[config.mk]
export PLATFORM = sky130hd
export DESIGN_NAME = tarte_exec
export DESIGN_NICKNAME = d
export VERILOG_FILES = /design/src/verilog/tarte_pkg.sv /design/src/verilog/tarte_split.sv /design/src/verilog/tarte_exec.sv
export SDC_FILE = /design/constraint.sdc
export NUM_CORES = 1
export LEC_CHECK = 0
export ABC_CLOCK_PERIOD_IN_PS = 2600
export BUFFER_PORTS_ARGS = -buffer_cell sky130_fd_sc_hd__buf_2
export CAP_MARGIN = 0
export CORE_MARGIN = 2
export CORE_UTILIZATION = 45
export DETAILED_ROUTE_END_ITERATION = 12
export PLACE_DENSITY = 0.74
export SYNTH_ARGS = -nofsm -noshare
export SYNTH_HDL_FRONTEND = slang
export SYNTH_SLANG_ARGS = --single-unit
[constraint.sdc]
create_clock -name REF_CLK_I -period 2.6 [get_ports REF_CLK_I]
set_input_delay 0.13 -clock REF_CLK_I [delete_from_list [all_inputs] [get_ports REF_CLK_I]]
set_output_delay 0.13 -clock REF_CLK_I [all_outputs]
set_load 0.02 [all_outputs]
[src/verilog/tarte_pkg.sv]
package tarte_pkg;
  localparam int TARTE_NIB_W = 4;
  localparam int TARTE_BYTE_W = 8;
  localparam int TARTE_DREG_W = 3;
  localparam int TARTE_PAGE_W = 6;
  localparam int TARTE_LOW_W = 7;
  localparam int TARTE_PC_W = 13;
  localparam int TARTE_SP_W = 3;
  localparam logic [5:0] TARTE_PAGE_MAX = 6'h3F;
  localparam logic [3:0] TARTE_ACC_RST = 4'h0;
  localparam logic [3:0] TARTE_B_RST = 4'h0;
  localparam logic [2:0] TARTE_SP_RST = 3'h7;
  localparam logic [12:0] TARTE_PC_RST = 13'h0000;
  localparam logic [1:0] TARTE_OP_ROM = 2'h0;
  localparam logic [1:0] TARTE_OP_PRESC = 2'h1;
  localparam logic [1:0] TARTE_OP_SIO = 2'h2;
  localparam logic [1:0] TARTE_OP_DREG = 2'h3;
  localparam logic TARTE_ACC_TOP_CLEAR = 1'b0;
  typedef enum logic [3:0] {
    TARTE_IDLE = 4'b0001,
    TARTE_CALL = 4'b0010,
    TARTE_FETCH = 4'b0100,
    TARTE_RET = 4'b1000
  } tarte_state_type;
endpackage : tarte_pkg

[src/verilog/tarte_split.sv]
`timescale 1ns/1ps
// Splits a byte into the upper nibble for B and the lower nibble for A
module tarte_split (
  input wire logic [7:0] byte_i,
  output logic [3:0] hi_o,
  output logic [3:0] lo_o
);
  assign hi_o = byte_i[tarte_pkg::TARTE_BYTE_W-1:tarte_pkg::TARTE_NIB_W];
  assign lo_o = byte_i[tarte_pkg::TARTE_NIB_W-1:0];
endmodule : tarte_split

[src/verilog/tarte_exec.sv]
`timescale 1ns/1ps
// How it works
// - The ROM table read bumps the stack pointer, pushes the program counter, then loads the page part with the operand and the low part with D bits then A bits.
// - The ROM table read puts word bits 7-4 into B and 3-0 into A, then pops the program counter and drops the stack pointer.
// - The page operand takes any value 0 to 63.
// - The prescaler read copies its upper nibble to B and lower nibble to A in one cycle.
// - The serial shift read copies bits 7-4 to B and bits 3-0 to A.
// - The D read copies the three D bits into A bits 2-0.
// - The D read always writes zero into A bit 3.
module tarte_exec (
  input wire logic REF_CLK_I,
  input wire logic RST_N_I,
  input wire logic START_I,
  input wire logic [1:0] OP_I,
  input wire logic [5:0] PAGE_I,
  input wire logic [12:0] PC_I,
  input wire logic [2:0] D_REG_I,
  input wire logic [7:0] PRESCALER_I,
  input wire logic [7:0] SERIAL_I,
  input wire logic [9:0] ROM_DATA_I,
  input wire logic CARRY_I,
  output logic BUSY_O,
  output logic DONE_O,
  output logic [3:0] ACC_O,
  output logic [3:0] B_REG_O,
  output logic [2:0] STACK_POINTER_O,
  output logic [12:0] ROM_ADDR_O,
  output logic [12:0] PC_O,
  output logic CARRY_O,
  output logic SKIP_O
);
  tarte_pkg::tarte_state_type state_ff;
  tarte_pkg::tarte_state_type nxt_state;
  logic [3:0] acc_ff;
  logic [3:0] b_ff;
  logic [2:0] sp_ff;
  logic [12:0] pc_ff;
  logic [12:0] addr_ff;
  logic [12:0] return_stack_ff [0:7];
  logic done_ff;
  logic [3:0] ps_hi;
  logic [3:0] ps_lo;
  logic [3:0] si_hi;
  logic [3:0] si_lo;
  logic [3:0] rom_hi;
  logic [3:0] rom_lo;
  logic [2:0] sp_up;
  logic [12:0] table_addr;
  logic [3:0] nxt_acc;
  logic [3:0] nxt_b;
  logic [2:0] nxt_sp;
  logic [12:0] nxt_pc;

  tarte_split u_presc (.byte_i(PRESCALER_I), .hi_o(ps_hi), .lo_o(ps_lo));
  tarte_split u_sio (.byte_i(SERIAL_I), .hi_o(si_hi), .lo_o(si_lo));
  tarte_split u_rom (.byte_i(ROM_DATA_I[7:0]), .hi_o(rom_hi), .lo_o(rom_lo));

  assign sp_up = sp_ff + 3'h1;
  // Full 6-bit page operand is used, so every page 0 to 63 is reachable
  assign table_addr = {PAGE_I, D_REG_I, acc_ff};

  always_comb begin
    nxt_state = state_ff;
    case (state_ff)
      tarte_pkg::TARTE_IDLE: begin
        if (START_I && OP_I == tarte_pkg::TARTE_OP_ROM) begin
          nxt_state = tarte_pkg::TARTE_CALL;
        end
      end
      tarte_pkg::TARTE_CALL: nxt_state = tarte_pkg::TARTE_FETCH;
      tarte_pkg::TARTE_FETCH: nxt_state = tarte_pkg::TARTE_RET;
      tarte_pkg::TARTE_RET: nxt_state = tarte_pkg::TARTE_IDLE;
      default: nxt_state = tarte_pkg::TARTE_IDLE;
    endcase
  end

  always_ff @(posedge REF_CLK_I or negedge RST_N_I) begin
    if (!RST_N_I) begin
      state_ff <= tarte_pkg::TARTE_IDLE;
    end else begin
      state_ff <= nxt_state;
    end
  end

  // No overflow guard: a full stack wraps and overwrites the oldest entry
  always_comb begin
    nxt_sp = sp_ff;
    case (state_ff)
      tarte_pkg::TARTE_CALL: begin
        nxt_sp = sp_up;
      end
      tarte_pkg::TARTE_RET: begin
        nxt_sp = sp_ff - 3'h1;
      end
      default: begin
        nxt_sp = sp_ff;
      end
    endcase
  end

  always_ff @(posedge REF_CLK_I or negedge RST_N_I) begin
    if (!RST_N_I) begin
      sp_ff <= tarte_pkg::TARTE_SP_RST;
    end else begin
      sp_ff <= nxt_sp;
    end
  end

  genvar gi;
  generate
    for (gi = 0; gi < (1 << tarte_pkg::TARTE_SP_W); gi++) begin : g_stack
      always_ff @(posedge REF_CLK_I or negedge RST_N_I) begin
        if (!RST_N_I) begin
          return_stack_ff[gi] <= tarte_pkg::TARTE_PC_RST;
        end else if (state_ff == tarte_pkg::TARTE_CALL && sp_up == 3'(gi)) begin
          return_stack_ff[gi] <= PC_I;
        end
      end
    end
  endgenerate

  // Idle tracking keeps PC_O equal to the core count between table reads
  always_comb begin
    nxt_pc = pc_ff;
    case (state_ff)
      tarte_pkg::TARTE_IDLE: begin
        nxt_pc = PC_I;
      end
      tarte_pkg::TARTE_CALL: begin
        nxt_pc = table_addr;
      end
      tarte_pkg::TARTE_RET: begin
        nxt_pc = return_stack_ff[sp_ff];
      end
      default: begin
        nxt_pc = pc_ff;
      end
    endcase
  end

  always_ff @(posedge REF_CLK_I or negedge RST_N_I) begin
    if (!RST_N_I) begin
      pc_ff <= tarte_pkg::TARTE_PC_RST;
    end else begin
      pc_ff <= nxt_pc;
    end
  end

  // Address is held through FETCH so the ROM word is stable when loaded
  always_ff @(posedge REF_CLK_I or negedge RST_N_I) begin
    if (!RST_N_I) begin
      addr_ff <= tarte_pkg::TARTE_PC_RST;
    end else if (state_ff == tarte_pkg::TARTE_CALL) begin
      addr_ff <= table_addr;
    end
  end

  always_comb begin
    nxt_acc = acc_ff;
    nxt_b = b_ff;
    case (state_ff)
      tarte_pkg::TARTE_FETCH: begin
        nxt_b = rom_hi;
        nxt_acc = rom_lo;
      end
      tarte_pkg::TARTE_IDLE: begin
        if (START_I) begin
          case (OP_I)
            tarte_pkg::TARTE_OP_PRESC: begin
              nxt_b = ps_hi;
              nxt_acc = ps_lo;
            end
            tarte_pkg::TARTE_OP_SIO: begin
              nxt_b = si_hi;
              nxt_acc = si_lo;
            end
            tarte_pkg::TARTE_OP_DREG: begin
              // B is left alone on purpose
              nxt_acc = {tarte_pkg::TARTE_ACC_TOP_CLEAR, D_REG_I};
            end
            default: begin
              nxt_acc = acc_ff;
            end
          endcase
        end
      end
      default: begin
        nxt_acc = acc_ff;
        nxt_b = b_ff;
      end
    endcase
  end

  always_ff @(posedge REF_CLK_I or negedge RST_N_I) begin
    if (!RST_N_I) begin
      acc_ff <= tarte_pkg::TARTE_ACC_RST;
    end else begin
      acc_ff <= nxt_acc;
    end
  end

  always_ff @(posedge REF_CLK_I or negedge RST_N_I) begin
    if (!RST_N_I) begin
      b_ff <= tarte_pkg::TARTE_B_RST;
    end else begin
      b_ff <= nxt_b;
    end
  end

  always_ff @(posedge REF_CLK_I or negedge RST_N_I) begin
    if (!RST_N_I) begin
      done_ff <= 1'b0;
    end else begin
      done_ff <= (state_ff == tarte_pkg::TARTE_RET) ||
                 (state_ff == tarte_pkg::TARTE_IDLE && START_I &&
                  OP_I != tarte_pkg::TARTE_OP_ROM);
    end
  end

  assign BUSY_O = state_ff != tarte_pkg::TARTE_IDLE;
  assign DONE_O = done_ff;
  assign ACC_O = acc_ff;
  assign B_REG_O = b_ff;
  assign STACK_POINTER_O = sp_ff;
  assign ROM_ADDR_O = addr_ff;
  assign PC_O = pc_ff;
  assign CARRY_O = CARRY_I;
  assign SKIP_O = 1'b0;
endmodule : tarte_exec

After elaboration in Yosys (flattened, before gate mapping)
Cells that the tools add are included.
{"block": "word_totals", "register_bits": 146, "inputBits": 54, "out_inout_bits": 41, "wordCells": 71}
{"block": "op_classes", "addsub": 2, "n_lt_le_gt_ge": 1, "eq_ne": 19, "muxes": 13, "bitwise_logic": 1, "n_reduce_logical": 20}
{"operator": "13-bit binary-select mux with 3-bit select", "count": 1}
{"operator": "13-bit one-hot mux with 3 select lines", "count": 1}
{"operator": "13-bit two-way mux", "count": 2}
{"operator": "4-bit one-hot mux with 2 select lines", "count": 3}
{"operator": "4-bit one-hot mux with 3 select lines", "count": 2}
{"operator": "3-bit == test, second input constant", "count": 4}
{"operator": "4-bit two-way mux", "count": 3}
{"operator": "1-bit logical AND", "count": 11}
{"operator": "4-bit by 1-bit inequality test with 1-bit output, second input constant", "count": 2}
{"operator": "3-bit by 2-bit == test with 1-bit output, second input constant", "count": 2}
{"operator": "3-bit one-hot mux with 2 select lines", "count": 1}
{"operator": "3-bit AND reduction", "count": 2}
{"operator": "2-bit nonzero test", "count": 3}
{"operator": "2-bit == test, second input constant", "count": 2}
{"operator": "4-bit by 1-bit == test with 1-bit output, second input constant", "count": 1}
{"operator": "4-bit by 2-bit == test with 1-bit output, second input constant", "count": 1}
{"operator": "4-bit by 3-bit == test with 1-bit output, second input constant", "count": 1}
{"operator": "4-bit == test, second input constant", "count": 1}
{"operator": "4-bit greater-or-equal comparator, second input constant", "count": 1}
{"operator": "2-bit inequality test, second input constant", "count": 2}
{"operator": "3-bit NOT with 4-bit output", "count": 1}
{"operator": "3-bit by 1-bit adder with 3-bit output, second input constant", "count": 1}
{"operator": "3-bit by 1-bit == test with 1-bit output, second input constant", "count": 1}
{"operator": "3-bit logical NOT", "count": 1}
{"operator": "other kinds (6)", "count": 6}

Logic depth before layout (Yosys ltp)
{"block": "logic_depth", "word_depth": 5, "ltp_mapped": 7, "depth_no_buf": 5}

Hierarchy
From an unflattened synthesis, not the netlist that was laid out.
{"block": "unflattened", "cells_unflattened": 583, "area_unflattened_um2": 7078.0}
{"mod": "tarte_exec", "n_inst": 1, "cells_per_inst": 559, "area_per_inst_um2": 6897.9, "seq_area_each_um2": 3658.5}
{"mod": "tarte_split", "n_inst": 3, "cells_per_inst": 8, "area_per_inst_um2": 60.1, "seq_area_each_um2": 0.0}

Least setup slack after synthesis
OpenSTA, ideal clock, no wires.
{"block": "synth_timing", "kind": "reg-to-reg", "start": "register sp_ff[0] (netlist: STACK_POINTER_O[0])", "end": "register return_stack_ff[55] (netlist bit)", "setup_time_ps": 125, "arrival_ps": 2227, "required_time_ps": 2475, "slack_ps": 249, "stages_incl_launch_ff": 8, "n_path_buf": 3, "synth_period_minus_slack_ps": 2351, "path_cell_list": "dfstp_2 > clkbuf_1 > buf_2 > inv_1 > ha_1 > nand2_1 > buf_2 > mux2_2"}
{"block": "synth_via", "elab_chain_len": 3}
{"item": "from (decl)", "line": "tarte_exec.sv:36", "rtl": "logic [2:0] sp_ff;"}
{"item": "from (signal assigned)", "line": "tarte_exec.sv:103", "rtl": "sp_ff <= tarte_pkg::TARTE_SP_RST;"}
{"item": "from (signal assigned)", "line": "tarte_exec.sv:105", "rtl": "sp_ff <= nxt_sp;"}
{"item": "3-bit by 1-bit adder with 3-bit output", "line": "tarte_exec.sv:58", "rtl": "assign sp_up = sp_ff + 3'h1;"}
{"item": "3-bit by 2-bit == test with 1-bit output", "line": "tarte_exec.sv:115", "rtl": "end else if (state_ff == tarte_pkg::TARTE_CALL && sp_up == 3'(gi)) begin"}
{"item": "1-bit logical AND", "line": "tarte_exec.sv:115"}
{"item": "to (signal, indexed assignment)", "line": "tarte_exec.sv:114", "rtl": "return_stack_ff[gi] <= tarte_pkg::TARTE_PC_RST;"}
{"item": "to (decl)", "line": "tarte_exec.sv:39", "rtl": "logic [12:0] return_stack_ff [0:7];"}
Every way passes these cells.
A chain may end at the register's enable or synchronous reset.

Worst setup path in the final report
{"block": "layout_timing", "start": "register state_ff[0]", "end": "output port BUSY_O"}
{"block": "layout_via", "elab_chain_len": 1}
{"item": "from (decl)", "line": "tarte_exec.sv:32", "rtl": "tarte_pkg::tarte_state_type state_ff;"}
{"item": "from (signal assigned)", "line": "tarte_exec.sv:79", "rtl": "state_ff <= tarte_pkg::TARTE_IDLE;"}
{"item": "from (signal assigned)", "line": "tarte_exec.sv:81", "rtl": "state_ff <= nxt_state;"}
{"item": "4-bit by 1-bit inequality test with 1-bit output", "line": "tarte_exec.sv:220", "rtl": "assign BUSY_O = state_ff != tarte_pkg::TARTE_IDLE;"}
{"item": "to (decl)", "line": "tarte_exec.sv:22", "rtl": "output logic BUSY_O,"}
Every way passes these cells.

==> out/metrics.cfg <==
[synth]
synth_edf_count = 0
ys_types = 35
syn_inst = 559
avgSynthCellArea_sq_um = 12.3
yosys_warnings = 0
synth_area_leaders = dfrtp_1, mux2_2, mux2i_1, a22oi_1, a21oi_1
synth_top_area_cell = dfrtp_1
yosysSeqAreaShare_pct = 53.0
yosysTopAreaCellShare_pct = 51.5
synth_seq_cells = 146
ys_async_sr_fraction_pct = 100
syn_area_sq_mm = 0.00690
synth-main-ff-cell = dfrtp_1
synth_nets = 619

[floorplan]
pin_count = 95
fp-row-count = 45
die_w_um = 128
die_h_um = 128
initial_utilization_pct = 45.7
dieArea_sq_mm = 0.0163
core_area_sq_mm = 0.0151

[setup_path]
end_kind = output pin
required_ns = 2.47
crit_path_max_fanout = 16
timing_worst_setup_path_type = flop to output pin
arrival_ns = 2.14
start_kind = flop

[layout]
diodes = 0
final_common_cell = dfrtp_1
final_cell_mix = dfrtp_1, mux2_2, buf_2
area_growth_pct = 20.4
drive_above_1_share_pct = 39.9
nFillCells = 1252
nNetsFinal = 734
final_cell_area_sq_mm = 0.00830
utilization_pct = 55.0

[route]
top_layer_used = met4
wl_met3_um = 631
m1WireLength_um = 7330
routedWlPerCell_um = 19.3
dr.first_iter.drc_count = 430
vias = 4998
firstDrtPassIters = 5
ant_nets = 0
vias_per_cell = 5.73
wirelength_um = 16900
post-route-drc-count = 0
wl_met2_um = 8390

[grt]
grt_pass1_vias = 5308
grt_max_degree = 66
grt_util_all_layers_pct = 21.8
globalRouteOverflowTotal = 0
grt_pass1_wl_um = 27200
antenna_found_initial = 0

[cts]
clk_path_buf_depth = 2
cts.sinks = 146
ctsHtreeMaxLevel = 4
postCtsResizedCells = 0
clk_latency_ns = 0.43
cts_made_buffers = 17
cts_root_buf = clkbuf_16
cts_tree = yes
clk_pin_slew_worst_paths_ns = 0.06

[placed_design]
dpl.hpwl_um = 11300
place.gp.congestion = 0.874
placed_cell_area_sq_mm = 0.00767
post-place-ws_ns = 0.522
io_buffers = 89

[hold_path]
hp-class = primary input to flop

[sta]
setup_tns_ns = 0
maxSlewHeadroom_pct = 17.2
finalSetupViolCount = 0
rsz0062_at_grt = no
final_hold_viol_count = 0
period_needed_ns = 2.27
drv_slew = 0
fin_crit_sh_pct = 87.3
fmax_mhz = 441
fin_ws_ns = 0.331
skew_ns = 0.00614
worstMarginPinSlew_ns = 1.24

[run_status]
status = finished, final reports clean

[power]
vdd_ir_drop_max_v = 0.000551
power_leakage_nw = 3.74
pwr_density_cell_mw_per_mm2 = 774

[job]
cap_violations = 0

-- Yosys cell counts, types with 6 or more instances --
cell       instances
buf_2             19
clkbuf_1          12
nand3_1           13
ha_1               6
mux2i_1           55
a21oi_1           31
dfrtp_1          142
a2bb2oi_1         13
nand2_1           31
nor2_1            34
o21ai_0           10
a22oi_1           27
mux2_2           117
-- timing repair --
item / 4_1_cts / 5_1_grt
hold buffers: 12 / 0
endpoints found under the setup margin: 0 / 0
setup buffers: 0 / 0
endpoints found under the hold margin: 58 / 0
-- path summary, 6_finish.rpt --
path | startpoint | end | slack [ns] | depth (start not counted)
setup / recovery | state_ff[0]$_DFFE_PN1P_ | BUSY_O | 0.33 | 3
hold / removal | ROM_DATA_I[1] | ACC_O[1]$_DFFE_PN0P_ | 0.02 | 3
setup reg to reg | STACK_POINTER_O[1]$_DFFE_PN1N_ | return_stack_ff[34]$_DFFE_PN0P_ | 0.48 | 6
hold reg to reg | B_REG_O[2]$_DFFE_PN0P_ | B_REG_O[2]$_DFFE_PN0P_ | 0.49 | 1
max in group asynchronous | RST_N_I | PC_O[2]$_DFFE_PN0P_ | 1.58 | 3
min in group asynchronous | RST_N_I | return_stack_ff[45]$_DFFE_PN0P_ | 0.20 | 2
-- critical path: stages (launching register included) --
cell and delay, ns:
dfstp_2 0.59, nor4b_2 0.47, inv_1 0.38, buf_2 0.27
-- state kept, by name (all words and copies together), names as in the netlist --
signal and flops:
PC_O 13, state_ff 4, return_stack_ff 104, ROM_ADDR_O 13, STACK_POINTER_O 3, DONE_O 1
ACC_O 4, B_REG_O 4
-- stage by stage --
stage	instances	hold slack, ns	power, mW
after detailed placement	831	0.0892	4.31
after global placement	831	0.0799	4.25
after CTS	873	0.0241	6.46
after floorplan	559	-0.166	3.81
after global routing	873	0.0482	6.70
final	873	0.0246	6.43
-- cell type report --
class	count	area, sq um	area share [%]
Multi-Input combinational cell	372	3060	36.9
Clock buffer	23	478	5.76
Sequential cell	146	3660	44.1
Inverter	5	18.8	0.226
Clock inverter	7	35.0	0.422
Tap cell	188	235	2.83
Timing Repair Buffer	132	817	9.84
-- cell families (layout without fill, tap and decap cells) --
| group | after synthesis | in the layout | synth area share [%] |
|---|---|---|---|
| muxes | 172 | 172 | 27.1 |
| and+or+nand+nor | 95 | 95 | 6.60 |
| other | 1 | 1 | 0.0544 |
| buffers and inverters | 41 | 167 | 2.68 |
| AOI/OAI and AO/OA | 95 | 95 | 9.07 |
| adders and majority gates | 6 | 6 | 1.09 |
| DFF | 146 | 146 | 53.0 |
| xor gates and xnor gates | 3 | 3 | 0.381 |
-- routing by layer --
layer  GRT usage [%]  vias up
met5               0        -
met4            12.0        0
met3            3.80       37
met2            36.1      122
met1            27.1     2573
li1                -     2266
-- report_power, final --
group	internal, mW	leakage (nW)	switching (mW)
clock	1.27	0.262	0.872
sequential	2.55	1.72	0.168
combinational	0.698	1.76	0.875
Note: power is estimated with default switching activity, not from simulation.
